$ cat config.mk
export PLATFORM = sky130hd
export DESIGN_NAME = tec_timer
export DESIGN_NICKNAME = d
export VERILOG_FILES = /design/src/tec_timer.v
export VERILOG_INCLUDE_DIRS = /design/src
export SDC_FILE = /design/constraint.sdc
export NUM_CORES = 1
export LEC_CHECK = 0
export ABC_CLOCK_PERIOD_IN_PS = 2450
export BUFFER_PORTS_ARGS = -buffer_cell sky130_fd_sc_hd__buf_2
export CAP_MARGIN = 25
export CORE_MARGIN = 4
export CORE_UTILIZATION = 60
export CTS_CLUSTER_DIAMETER = 40
export CTS_CLUSTER_SIZE = 24
export DETAILED_ROUTE_END_ITERATION = 12
export PLACE_DENSITY = 0.8
export SLEW_MARGIN = 25
export SYNTH_ARGS = -nofsm -noshare
export SYNTH_HDL_FRONTEND = slang
export SYNTH_SLANG_ARGS = --single-unit
$ cat constraint.sdc
create_clock -name i_mclk -period 2.45 [get_ports i_mclk]
set_clock_uncertainty 0.05 [all_clocks]
set_input_delay 0.3675 -clock i_mclk [delete_from_list [all_inputs] [get_ports i_mclk]]
set_output_delay 0.3675 -clock i_mclk [all_outputs]
set_load 0.02 [all_outputs]
$ cat src/tec_consts.vh
// register map, field positions, reset values and timing for the event timer
`ifndef TEC_CONSTS_VH
`define TEC_CONSTS_VH
`define TEC_ADDR_W          4
`define TEC_OFS_CTRL0       4'h0
`define TEC_OFS_CTRL1       4'h1
`define TEC_OFS_PRELOAD0    4'h2
`define TEC_OFS_PRELOAD1    4'h3
`define TEC_OFS_COUNT0      4'h4
`define TEC_OFS_COUNT1      4'h5
`define TEC_OFS_INTEN       4'h6
`define TEC_OFS_STATUS      4'h7
`define TEC_MODE_HI         7
`define TEC_MODE_LO         6
`define TEC_CLKSEL          5
`define TEC_RUN             4
`define TEC_EDGE            3
`define TEC_PSC_HI          2
`define TEC_CTRL_RST        8'h08
`define TEC_MODE_NONE       2'b00
`define TEC_MODE_EVENT      2'b01
`define TEC_MODE_TIMER      2'b10
`define TEC_MODE_PWC        2'b11
`define TEC_FULL            8'hff
`define TEC_SYSDIV          4
`endif

$ cat src/tec_timer.v
// two 8-bit timer/event counters with preload, prescaler and pulse capture
//
// Design decisions made here: the plain strobed port and the placing of the registers.
`include "tec_consts.vh"
module tec_timer #(
    parameter CNT_W = 8
) (
    // clock and reset
    input  wire              i_mclk,
    input  wire              i_rst,
    // register port
    input  wire [3:0]        i_addr,
    input  wire [7:0]        i_wdata,
    input  wire              i_wr,
    input  wire              i_rd,
    output reg  [7:0]        o_rdata,
    // external timer pins and low-speed crystal clock level
    input  wire [1:0]        i_ext_timer_pin,
    input  wire              i_low_speed_crystal_clock,
    // interrupt requests and wake-up to the interrupt controller
    output reg  [1:0]        o_irq,
    output reg               o_wake,
    // raw overflow strobes
    output reg  [1:0]        o_ovf
);

    // register file
    reg  [7:0]       ctrl_r [0:1];
    reg  [CNT_W-1:0] pre_r  [0:1];
    reg  [CNT_W-1:0] cnt_r  [0:1];
    reg  [1:0]       inten_r;
    reg  [1:0]       req_r;

    // pin synchroniser and internal clock edge detection
    reg  [2:0]       pin_s0_r, pin_s1_r, pin_s2_r;
    reg  [1:0]       pin_lvl_r;
    reg  [1:0]       sysdiv_r;
    reg  [7:0]       psc_r;
    reg              psc_tick_prev_r;
    reg              div4_prev_r;
    reg              xtal_prev_r;
    wire [2:0]       pin_raw;
    wire [1:0]       pin_rise, pin_fall;
    wire             xtal_lvl, xtal_fall;
    wire             div4_fall;
    wire             psc_sel, psc_fall;

    // per-counter strobes, one bit per counter
    wire [1:0]       tick;
    wire [1:0]       ovf;
    wire [1:0]       pwc_stop;

    assign pin_raw = {i_low_speed_crystal_clock, i_ext_timer_pin};

    // three-stage sync; a change counts once stages two and three agree
    // levels reset to zero: an idle-high pin gives one stray edge,
    // harmless because every counter is still stopped then
    // stage one feeds only stage two
    always @(posedge i_mclk) begin
        if (i_rst) begin
            pin_s0_r  <= 3'h0;
            pin_s1_r  <= 3'h0;
            pin_s2_r  <= 3'h0;
            pin_lvl_r <= 2'h0;
            xtal_prev_r <= 1'b0;
        end else begin
            pin_s0_r <= pin_raw;
            pin_s1_r <= pin_s0_r;
            pin_s2_r <= pin_s1_r;
            if (pin_s1_r[2] == pin_s2_r[2])
                xtal_prev_r <= pin_s2_r[2];
            if (pin_s1_r[0] == pin_s2_r[0])
                pin_lvl_r[0] <= pin_s2_r[0];
            if (pin_s1_r[1] == pin_s2_r[1])
                pin_lvl_r[1] <= pin_s2_r[1];
        end
    end

    assign pin_rise = (pin_s1_r[1:0] == pin_s2_r[1:0]) &
                      pin_s2_r[1:0] & ~pin_lvl_r;
    assign pin_fall = (pin_s1_r[1:0] == pin_s2_r[1:0]) &
                      ~pin_s2_r[1:0] & pin_lvl_r;

    assign xtal_lvl  = pin_s2_r[2];
    // crystal falls once stages agree, as for the pins
    assign xtal_fall = (pin_s1_r[2] == pin_s2_r[2]) & xtal_prev_r & ~xtal_lvl;

    // system clock divided by four for counter 1
    // free-running, so the first tick after run comes within four clocks
    always @(posedge i_mclk) begin
        if (i_rst) begin
            sysdiv_r    <= 2'h0;
            div4_prev_r <= 1'b0;
        end else begin
            sysdiv_r    <= sysdiv_r + 2'h1;
            div4_prev_r <= sysdiv_r[1];
        end
    end
    assign div4_fall = div4_prev_r & ~sysdiv_r[1];

    // counter 0 prescaler: ratio 2^(sel+1), count on falling output edge
    // free-running: the phase at run start is not aligned to the write
    always @(posedge i_mclk) begin
        if (i_rst) begin
            psc_r           <= 8'h00;
            psc_tick_prev_r <= 1'b0;
        end else begin
            psc_r           <= psc_r + 8'h01;
            psc_tick_prev_r <= psc_sel;
        end
    end
    assign psc_sel  = psc_r[ctrl_r[0][`TEC_PSC_HI:0]];
    assign psc_fall = psc_tick_prev_r & ~psc_sel;

    // one slice per counter; counter 0 has the prescaler,
    // counter 1 the clock select
    genvar g;
    generate
        for (g = 0; g < 2; g = g + 1) begin : g_cnt
            wire [1:0] mode = ctrl_r[g][`TEC_MODE_HI:`TEC_MODE_LO];
            wire       run  = ctrl_r[g][`TEC_RUN];
            wire       edg  = ctrl_r[g][`TEC_EDGE];
            wire       iclk;
            wire       start_e, stop_e;
            if (g == 0) begin : g_c0
                assign iclk = psc_fall;
            end else begin : g_c1
                assign iclk = ctrl_r[1][`TEC_CLKSEL] ? xtal_fall
                                                     : div4_fall;
            end
            assign start_e = edg ? pin_rise[g] : pin_fall[g];
            assign stop_e  = edg ? pin_fall[g] : pin_rise[g];

            // capture is armed between its start and stop edges
            reg        act_r;
            reg        tick_c;
            reg        stop_c;

            always @* begin
                tick_c = 1'b0;
                stop_c = 1'b0;
                if (run) begin
                    case (mode)
                    `TEC_MODE_EVENT:
                        // pin edges count directly, even in sleep
                        tick_c = edg ? pin_fall[g]
                                     : pin_rise[g];
                    `TEC_MODE_TIMER:
                        tick_c = iclk;
                    `TEC_MODE_PWC: begin
                        tick_c = act_r & iclk & ~stop_e;
                        stop_c = act_r & stop_e;
                    end
                    default:
                        tick_c = 1'b0;
                    endcase
                end
            end
            assign tick[g]     = tick_c;
            assign pwc_stop[g] = stop_c;
            assign ovf[g]      = tick_c & (cnt_r[g] == `TEC_FULL);

            always @(posedge i_mclk) begin
                if (i_rst) begin
                    act_r <= 1'b0;
                end else if (!run || mode != `TEC_MODE_PWC) begin
                    act_r <= 1'b0;
                end else if (stop_c) begin
                    act_r <= 1'b0;
                end else if (start_e) begin
                    act_r <= 1'b1;
                end
            end
        end
    endgenerate

    // write decodes
    wire       wr_inten = i_wr && (i_addr == `TEC_OFS_INTEN);
    wire       wr_ctrl0 = i_wr && (i_addr == `TEC_OFS_CTRL0);
    wire       wr_ctrl1 = i_wr && (i_addr == `TEC_OFS_CTRL1);
    wire       wr_pre0  = i_wr && (i_addr == `TEC_OFS_PRELOAD0);
    wire       wr_pre1  = i_wr && (i_addr == `TEC_OFS_PRELOAD1);
    wire       wr_sts   = i_wr && (i_addr == `TEC_OFS_STATUS);

    // control, preload and enable registers
    always @(posedge i_mclk) begin
        if (i_rst) begin
            ctrl_r[0] <= `TEC_CTRL_RST;
            ctrl_r[1] <= `TEC_CTRL_RST;
            pre_r[0]  <= {CNT_W{1'b0}};
            pre_r[1]  <= {CNT_W{1'b0}};
            inten_r   <= 2'h0;
        end else begin
            if (wr_ctrl0)
                ctrl_r[0] <= i_wdata;
            else if (pwc_stop[0])
                ctrl_r[0][`TEC_RUN] <= 1'b0;
            if (wr_ctrl1)
                ctrl_r[1] <= {i_wdata[7:3], 3'h0};
            else if (pwc_stop[1])
                ctrl_r[1][`TEC_RUN] <= 1'b0;
            if (wr_inten)
                inten_r <= i_wdata[1:0];
            if (wr_pre0)
                pre_r[0] <= i_wdata;
            if (wr_pre1)
                pre_r[1] <= i_wdata;
        end
    end

    // counters; a stopped preload write goes straight in
    always @(posedge i_mclk) begin
        if (i_rst) begin
            cnt_r[0] <= {CNT_W{1'b0}};
            cnt_r[1] <= {CNT_W{1'b0}};
        end else begin
            // preload writes while running wait for the next reload
            if (wr_pre0 && !ctrl_r[0][`TEC_RUN])
                cnt_r[0] <= i_wdata;
            else if (ovf[0])
                cnt_r[0] <= pre_r[0];
            else if (tick[0])
                cnt_r[0] <= cnt_r[0] + 8'h01;
            // the overflowing tick reloads rather than wrapping to zero
            if (wr_pre1 && !ctrl_r[1][`TEC_RUN])
                cnt_r[1] <= i_wdata;
            else if (ovf[1])
                cnt_r[1] <= pre_r[1];
            else if (tick[1])
                cnt_r[1] <= cnt_r[1] + 8'h01;
        end
    end

    // sticky requests; a new overflow wins over a software clear
    always @(posedge i_mclk) begin
        if (i_rst) begin
            req_r <= 2'h0;
        end else begin
            req_r <= (req_r & ~({2{wr_sts}} & i_wdata[1:0])) | ovf;
        end
    end

    // outputs lag the pending bits and overflow strobes by one clock so each is a flip-flop
    always @(posedge i_mclk) begin
        if (i_rst) begin
            o_irq  <= 2'h0;
            o_wake <= 1'b0;
            o_ovf  <= 2'h0;
        end else begin
            o_irq  <= req_r & inten_r;
            o_wake <= |(req_r & inten_r);
            o_ovf  <= ovf;
        end
    end

    // read port: data valid the cycle after the strobe
    // unmapped addresses and idle cycles read as zero
    always @(posedge i_mclk) begin
        if (i_rst) begin
            o_rdata <= 8'h00;
        end else if (i_rd) begin
            if (i_addr == `TEC_OFS_CTRL0)
                o_rdata <= ctrl_r[0];
            else if (i_addr == `TEC_OFS_CTRL1)
                o_rdata <= {ctrl_r[1][7:3], 3'h0};
            else if (i_addr == `TEC_OFS_PRELOAD0)
                o_rdata <= pre_r[0];
            else if (i_addr == `TEC_OFS_PRELOAD1)
                o_rdata <= pre_r[1];
            else if (i_addr == `TEC_OFS_COUNT0)
                o_rdata <= cnt_r[0];
            else if (i_addr == `TEC_OFS_COUNT1)
                o_rdata <= cnt_r[1];
            else if (i_addr == `TEC_OFS_INTEN)
                o_rdata <= {6'h00, inten_r};
            else if (i_addr == `TEC_OFS_STATUS)
                o_rdata <= {6'h00, req_r};
            else
                o_rdata <= 8'h00;
        end else begin
            o_rdata <= 8'h00;
        end
    end

endmodule

==> metrics.md, run 1 <==
| Metric | Value |
|---|---|
| Crit path to | `cnt_r[1][3]` |
| Non-filler cells, final | `500` |
| Number of flops mapped to enable cells by yosys | `45` |
| Worst Slack Setup Final | `0.123 ns` |
| CTS tree | `yes` |
| Pin count of the biggest net entering global routing | `23` |
| Post-Route WL | `9.87 mm` |
| RSZ-0062 raised after global routing | `false` |
| Area Overhead vs Synth | `9.86%` |
| M3 GR Usage | `0.0517` |
| CTS Root Cell | `clkbuf_8` |
| Synth Area in Compound Gates | `0.132` |
| Mux contribution to synthesized area | `0.0607` |
| Area of the multi-input gates | `1810 um2` |
| Post-CTS sizing | `0` |
| DR iter-0 viols | `401` |
| Worst-margin pin slew | `0.889 ns` |
| Layout cells sized above 1 | `0.144` |
| Min cycle time layout | `2.33 ns` |
| FF-to-FF path depth | `5` |
| Reported max-cap violation count | `0` |
| Hold Fails Final Rpt | `0` |
| Ys flop type | `edfxtp_1` |
| Grt ovf | `0` |
| H-tree levels | `3` |
| WL/cell | `19.7 um` |
| DRC violations left | `0` |
| Cell Chain, Critical Path | `nor4bb_1 -> o211ai_1 -> a31oi_1 -> a21boi_2 -> o22ai_1` |
| R2R Setup Slk | `0.12 ns` |
| Final Setup Violations | `0` |
| Yosys top cell area share | `0.330` |
| Diode count | `0` |
| Slew Viols, Final | `0` |
| Routed Antenna Nets | `0` |
| Die height | `90.7 um` |
| Detail Placement HPWL | `7.12 mm` |
| Final Util | `0.694` |
| Worst ir drop on vdd | `0.456 mV` |
| Final period util | `0.950` |
| Clk buf depth | `2` |
| Largest family of logic cells by synthesized area | `simple AND/OR/NAND/NOR gates` |
| Cell variety after synth | `61` |
| Simple-gate portion of the synthesized area | `0.212` |
| Die Span X | `90.7 um` |
| Buf+Inv Stages, Crit Path | `0` |
| Setup_tns | `0 ns` |
| Cell count after synthesis | `390` |
| Clock Latency Late Sink | `0.35 ns` |
| CTS sink count | `86` |
| Ranking of synthesized cells by area | `edfxtp_1, dfxtp_1, mux2i_1, nor2_1, nand3_1` |
| Core area | `6490 um2` |
| GRT met2 Usage | `0.350` |
| Post-Synth XOR/XNOR Area | `0.0278` |
| GRT Total Usage | `0.243` |
| Num CTS Buffers | `9` |
| FP Rows | `29` |
| Total vias in the final route | `3213` |
| Initial Utilization | `0.631` |
| RR Startpoint | `ctrl_r[0][3]` |
| Top-count cell post-synth | `edfxtp_1` |
| Setup crit end kind | `flop` |
| Crit-path leading delay family | `compound AO/OA/AOI/OAI gates` |
| FF/Latch Area | `2170 um2` |
| Via/cell ratio | `6.43` |
| IO Port Bufs | `31` |
| Critical path data arrival time | `2.34 ns` |
| Commonest cells in the netlist | `edfxtp_1, dfxtp_1, nor2_1` |
| First-pass GRT wire length | `15.5 mm` |
| Max_slew headroom | `0.403` |
| Number of top-level pins | `32` |
| TritonRoute pass-1 iters | `9` |
| Highest Clock Rate | `0.430 GHz` |
| Hold WC Path Type | `input pin to flop` |
| Total placed cells including tap cells | `484` |
| Pwr dens | `623 nW/um2` |
| Initial antenna violation count | `0` |
| Synthesis-stage register bit count | `86` |
| Total power | `2810 uW` |
| Cts hold-fix bufs | `0` |
| Startpoint types | `flop` |
| Avg Inst Size Synth | `10.5 um2` |
| Clk pin slew, worst setup/hold paths | `0.09 ns` |
| Sequential area share after synthesis | `0.530` |
| CP Launch Point | `ctrl_r[0][3]` |
| Layout net count | `440` |
| Worst path depth | `5` |
| Filler cell count | `483` |
| Synth async-reset ratio | `0` |
| GRT met1 Usage | `0.352` |
| Worst-path fanout max | `7` |
| Synth Net Count | `412` |
| Crit Reg-Reg Endpoint | `cnt_r[1][3]` |
| Mapped cell area | `4100 um2` |
| Routability cong. | `1.01` |
| Adder-Cell Fraction of Synth Area | `0.00915` |
| Die area | `8220 um2` |
| Crit path largest cell delay | `0.44 ns` |
| Yosys warnings | `0` |
| Static Leak | `0.00178 uW` |
| Leading area contributor after synthesis | `edfxtp_1` |
| Crit path required time | `2.46 ns` |
| Kind of critical path | `flop to flop` |
| Gr busiest metal | `met1` |
| Status | `finished, final reports clean` |
| Place WS | `0.199 ns` |
| Post-CTS Setup Inserts | `0` |
| CP max-delay cell | `a31oi_1` |
| Vias in the first global route | `2933` |
==> power breakdown <==
group	total (uW)	internal (uW)	switching [uW]
Combinational	212	81.7	130
Clock	970	460	510
Sequential	1630	1570	55.8
==> logic make-up (layout without fill, tap and decap cells) <==
| logic type | after synthesis | count (layout) |
|---|---|---|
| adders and majority gates | 3 | 3 |
| DFF | 86 | 86 |
| AOI/OAI and AO/OA | 80 | 80 |
| buffers and inverters | 26 | 59 |
| and+or+nand+nor | 160 | 160 |
| muxes | 22 | 22 |
| xor gates and xnor gates | 13 | 13 |
==> layer usage <==
metal	up-vias	wire length, um
met5	-	0
met4	0	252
met3	30	1020
met2	208	4340
met1	1478	4260
li1	1497	-
==> final cells by class <==
cell class | count | area share
flip-flops and latches | 86 | 0.482
multi-input cells | 278 | 0.401
clock inverters | 4 | 0.00583
clock buffers | 12 | 0.0369
inverters | 6 | 0.00500
well taps | 77 | 0.0214
repair buffers | 37 | 0.0472
==> metrics by stage <==
step	hold slack [ns]	cell area [um2]
4_1_cts	0.162	4500
2_1_floorplan	0.348	4100
3_5_place_dp	0.370	4310
6_report	0.174	4500
5_1_grt	0.162	4500
3_3_place_gp	0.358	4310
==> worst min-delay path by stage <==
stage / start / endpoint / cells past startpoint
3_3_place_gp: sysdiv_r[0] / sysdiv_r[0] / 1
2_1_floorplan: sysdiv_r[0] / sysdiv_r[0] / 1
4_1_cts: i_ext_timer_pin[0] / pin_s0_r[0] / 2
6_report: i_ext_timer_pin[0] / pin_s0_r[0] / 2
5_1_grt: i_ext_timer_pin[0] / pin_s0_r[0] / 2
3_5_place_dp: sysdiv_r[0] / sysdiv_r[0] / 1
==> state kept, by name (all words and copies together) (netlist names) <==
signal	cells
cnt_r	16
ctrl_r	13
div4_prev_r	1
g_cnt.act_r	1
inten_r	2
o_irq	2
o_ovf	2
o_rdata	8
o_wake	1
pin_lvl_r	1
pin_s0_r	3
pin_s1_r	3
pin_s2_r	3
pre_r	16
psc_r	8
psc_tick_prev_r	1
req_r	2
sysdiv_r	2
xtal_prev_r	1
==> layout by cell type (no fill, tap or decap), drive strengths merged, types with 3 or more instances in the layout <==
master / netlist / layout
a22oi: 3 / 3
dfxtp: 41 / 41
clkbuf: 10 / 12
a31oi: 7 / 7
nand3: 24 / 24
xor2: 7 / 7
nand3b: 4 / 4
nor2: 34 / 34
a21o: 4 / 4
mux2i: 20 / 20
nor3b: 4 / 4
nand2: 29 / 29
o21ai: 19 / 19
and3: 7 / 7
a221oi: 3 / 3
inv: 6 / 8
and2: 19 / 19
a21oi: 16 / 16
ha: 3 / 3
buf: 10 / 37
o22ai: 9 / 9
and4: 3 / 3
nor2b: 16 / 16
xnor2: 6 / 6
edfxtp: 45 / 45
nand2b: 6 / 6
==> worst register-to-register path: cells and delay by family, from the launching register on <==
family / cells / cell delay, ns
AO/OA/AOI/OAI: 4 / 1.17
flip-flops: 1 / 0.40
AND/OR/NAND/NOR: 1 / 0.42
(Power assumes the default switching activity.)
==> run 2: changes to the inputs <==
--- a/config.mk
+++ b/config.mk
@@ -7,14 +7,15 @@
 export NUM_CORES = 1
 export LEC_CHECK = 0
 export ABC_CLOCK_PERIOD_IN_PS = 2450
-export BUFFER_PORTS_ARGS = -buffer_cell sky130_fd_sc_hd__buf_2
 export CAP_MARGIN = 25
+export CORE_ASPECT_RATIO = 0.6
 export CORE_MARGIN = 4
-export CORE_UTILIZATION = 60
+export CORE_UTILIZATION = 61
 export CTS_CLUSTER_DIAMETER = 40
 export CTS_CLUSTER_SIZE = 24
 export DETAILED_ROUTE_END_ITERATION = 12
-export PLACE_DENSITY = 0.8
+export DONT_BUFFER_PORTS = 1
+export PLACE_DENSITY = 0.79
 export SLEW_MARGIN = 25
 export SYNTH_ARGS = -nofsm -noshare
 export SYNTH_HDL_FRONTEND = slang
==> run 2 against run 1 <==
Total power fell by 5.7%. Worst hold slack worse by 0.15 ns. First-iteration DRC count increased by 8.2%. Cell count fell by 4.0%. Global-route usage rose by 1.2 points. Maximum frequency up 0.25%. Routed wire length rose by 0.48%. Via count down 4.1%. Non-clock buffer count shrank 27. Count of clock-buffer cells in the layout decreased by 2.
==> metrics.md, run 2 (same netlist as run 1, synthesis figures left out) <==
| Metric | Value |
|---|---|
| Vias in the first global route | `2846` |
| DRC violations left | `0` |
| Post-CTS Setup Inserts | `0` |
| Grt ovf | `0` |
| Total placed cells including tap cells | `462` |
| Initial Utilization | `0.650` |
| Die height | `71.5 um` |
| H-tree levels | `3` |
| Filler cell count | `497` |
| Layout net count | `413` |
| Die Span X | `114 um` |
| Number of top-level pins | `32` |
| Non-filler cells, final | `480` |
| First-pass GRT wire length | `15.5 mm` |
| CTS tree | `yes` |
| Total power | `2650 uW` |
| Total vias in the final route | `3081` |
| Clk pin slew, worst setup/hold paths | `0.08 ns` |
| Die area | `8140 um2` |
| Most frequent cells in the layout | `edfxtp_1, dfxtp_1, nor2_1` |
| FP Rows | `22` |
| WL/cell | `20.7 um` |
| Reported max-cap violation count | `0` |
| Routed Antenna Nets | `0` |
| Critical path data arrival time | `2.37 ns` |
| Worst-path fanout max | `7` |
| TritonRoute pass-1 iters | `6` |
| Hold Fails Final Rpt | `0` |
| Detail Placement HPWL | `7.30 mm` |
| Setup crit end kind | `flop` |
| Worst ir drop on vdd | `0.507 mV` |
| Most common cell after layout, fill and taps aside | `edfxtp_1` |
| Core area | `6300 um2` |
| Max_slew headroom | `0.620` |
| Fin area | `4360 um2` |
| Routability cong. | `0.988` |
| Pwr dens | `607 nW/um2` |
| Diode count | `0` |
| Initial antenna violation count | `0` |
| Worst Slack Setup Final | `0.128 ns` |
| Min cycle time layout | `2.32 ns` |
| Via/cell ratio | `6.42` |
| Largest registers | `cnt_r (16), pre_r (16), ctrl_r (13)` |
| Setup_tns | `0 ns` |
| Pin count of the biggest net entering global routing | `38` |
| DP Area | `4170 um2` |
| Place WS | `0.210 ns` |
| Static Leak | `0.00164 uW` |
| Crit path required time | `2.50 ns` |
| Worst-margin pin slew | `0.569 ns` |
| Hold WC Path Type | `input pin to flop` |
| Final Setup Violations | `0` |
| CTS Root Cell | `clkbuf_8` |
| Num CTS Buffers | `9` |
| Clk buf depth | `2` |
| RSZ-0062 raised after global routing | `false` |
| IO Port Bufs | `0` |
| Status | `finished, final reports clean` |
| GRT Total Usage | `0.255` |
| CTS sink count | `86` |
| Kind of critical path | `flop to flop` |
| Layout cells sized above 1 | `0.0783` |
| Highest Clock Rate | `0.431 GHz` |
| Final period util | `0.948` |
| Startpoint types | `flop` |
| DR iter-0 viols | `434` |
| Post-Route WL | `9.92 mm` |
| Slew Viols, Final | `0` |
| Clock Latency Late Sink | `0.36 ns` |
| Area Overhead vs Synth | `6.38%` |
==> run 2: cell types whose count changed in the layout (fill, tap and decap cells not counted), sizes merged <==
cell | before | now
buf | 37 | 8
inv | 8 | 7
clkbuf | 12 | 10
dlygate4sd3 | 0 | 2
clkinv | 2 | 4
clkinvlp | 0 | 1
==> run 2: power by group <==
group          switching, uW  total, uW  internal, uW
Clock                    488        854           366
Sequential              63.6       1630          1570
Combinational           86.0        159          73.0
Total                    637       2650          2010
==> run 2: layout make-up <==
class | count | area [um2] | area share
Inverter | 6 | 22.5 | 0.00516
Multi-Input combinational cell | 278 | 1820 | 0.416
Clock buffer | 10 | 128 | 0.0293
Tap cell | 84 | 105 | 0.0241
Clock inverter | 6 | 38.8 | 0.00889
Timing Repair Buffer | 10 | 80.1 | 0.0184
Sequential cell | 86 | 2170 | 0.498
==> run 2: final timing paths <==
| path | from | endpoint | slack [ns] | cells after the start |
|---|---|---|---|---|
| worst min-delay path | i_rst | xtal_prev_r | 0.02 | 1 |
| worst min register to register | sysdiv_r[0] | sysdiv_r[0] | 0.38 | 1 |
| worst max-delay path | ctrl_r[0][3] | cnt_r[1][4] | 0.13 | 5 |
| worst max register to register | ctrl_r[0][3] | cnt_r[1][4] | 0.13 | 5 |
==> run 2: timing repair <==
action                     in CTS  in global routing
hold endpoints to repair        6                  0
hold buffers                    2                  0
gates resized for setup         0                  1
setup endpoints to repair       0                  5
==> run 2: metrics by stage <==
stage                     hold slack [ns]   util
after floorplan                     0.348      -
after global routing             0.000445  0.692
final                              0.0245  0.692
after CTS                         0.00423  0.691
after detailed placement            0.370  0.661
after global placement              0.359  0.661
==> run 2: critical path, cell delays in order, from the launching register on <==
cell and delay (ns):
edfxtp_1 0.41, nor4bb_1 0.46, o211ai_1 0.19, a31oi_1 0.41
a21boi_4 0.38, o21ai_0 0.16
==> run 2: routing by layer <==
metal	global-route usage	vias to the layer above	share of wire	wire length, um
met5	0	-	0	0
met4	0.0725	0	0.022	218
met3	0.130	28	0.17	1660
met2	0.321	209	0.36	3620
met1	0.379	1406	0.45	4420
li1	-	1438	-	-
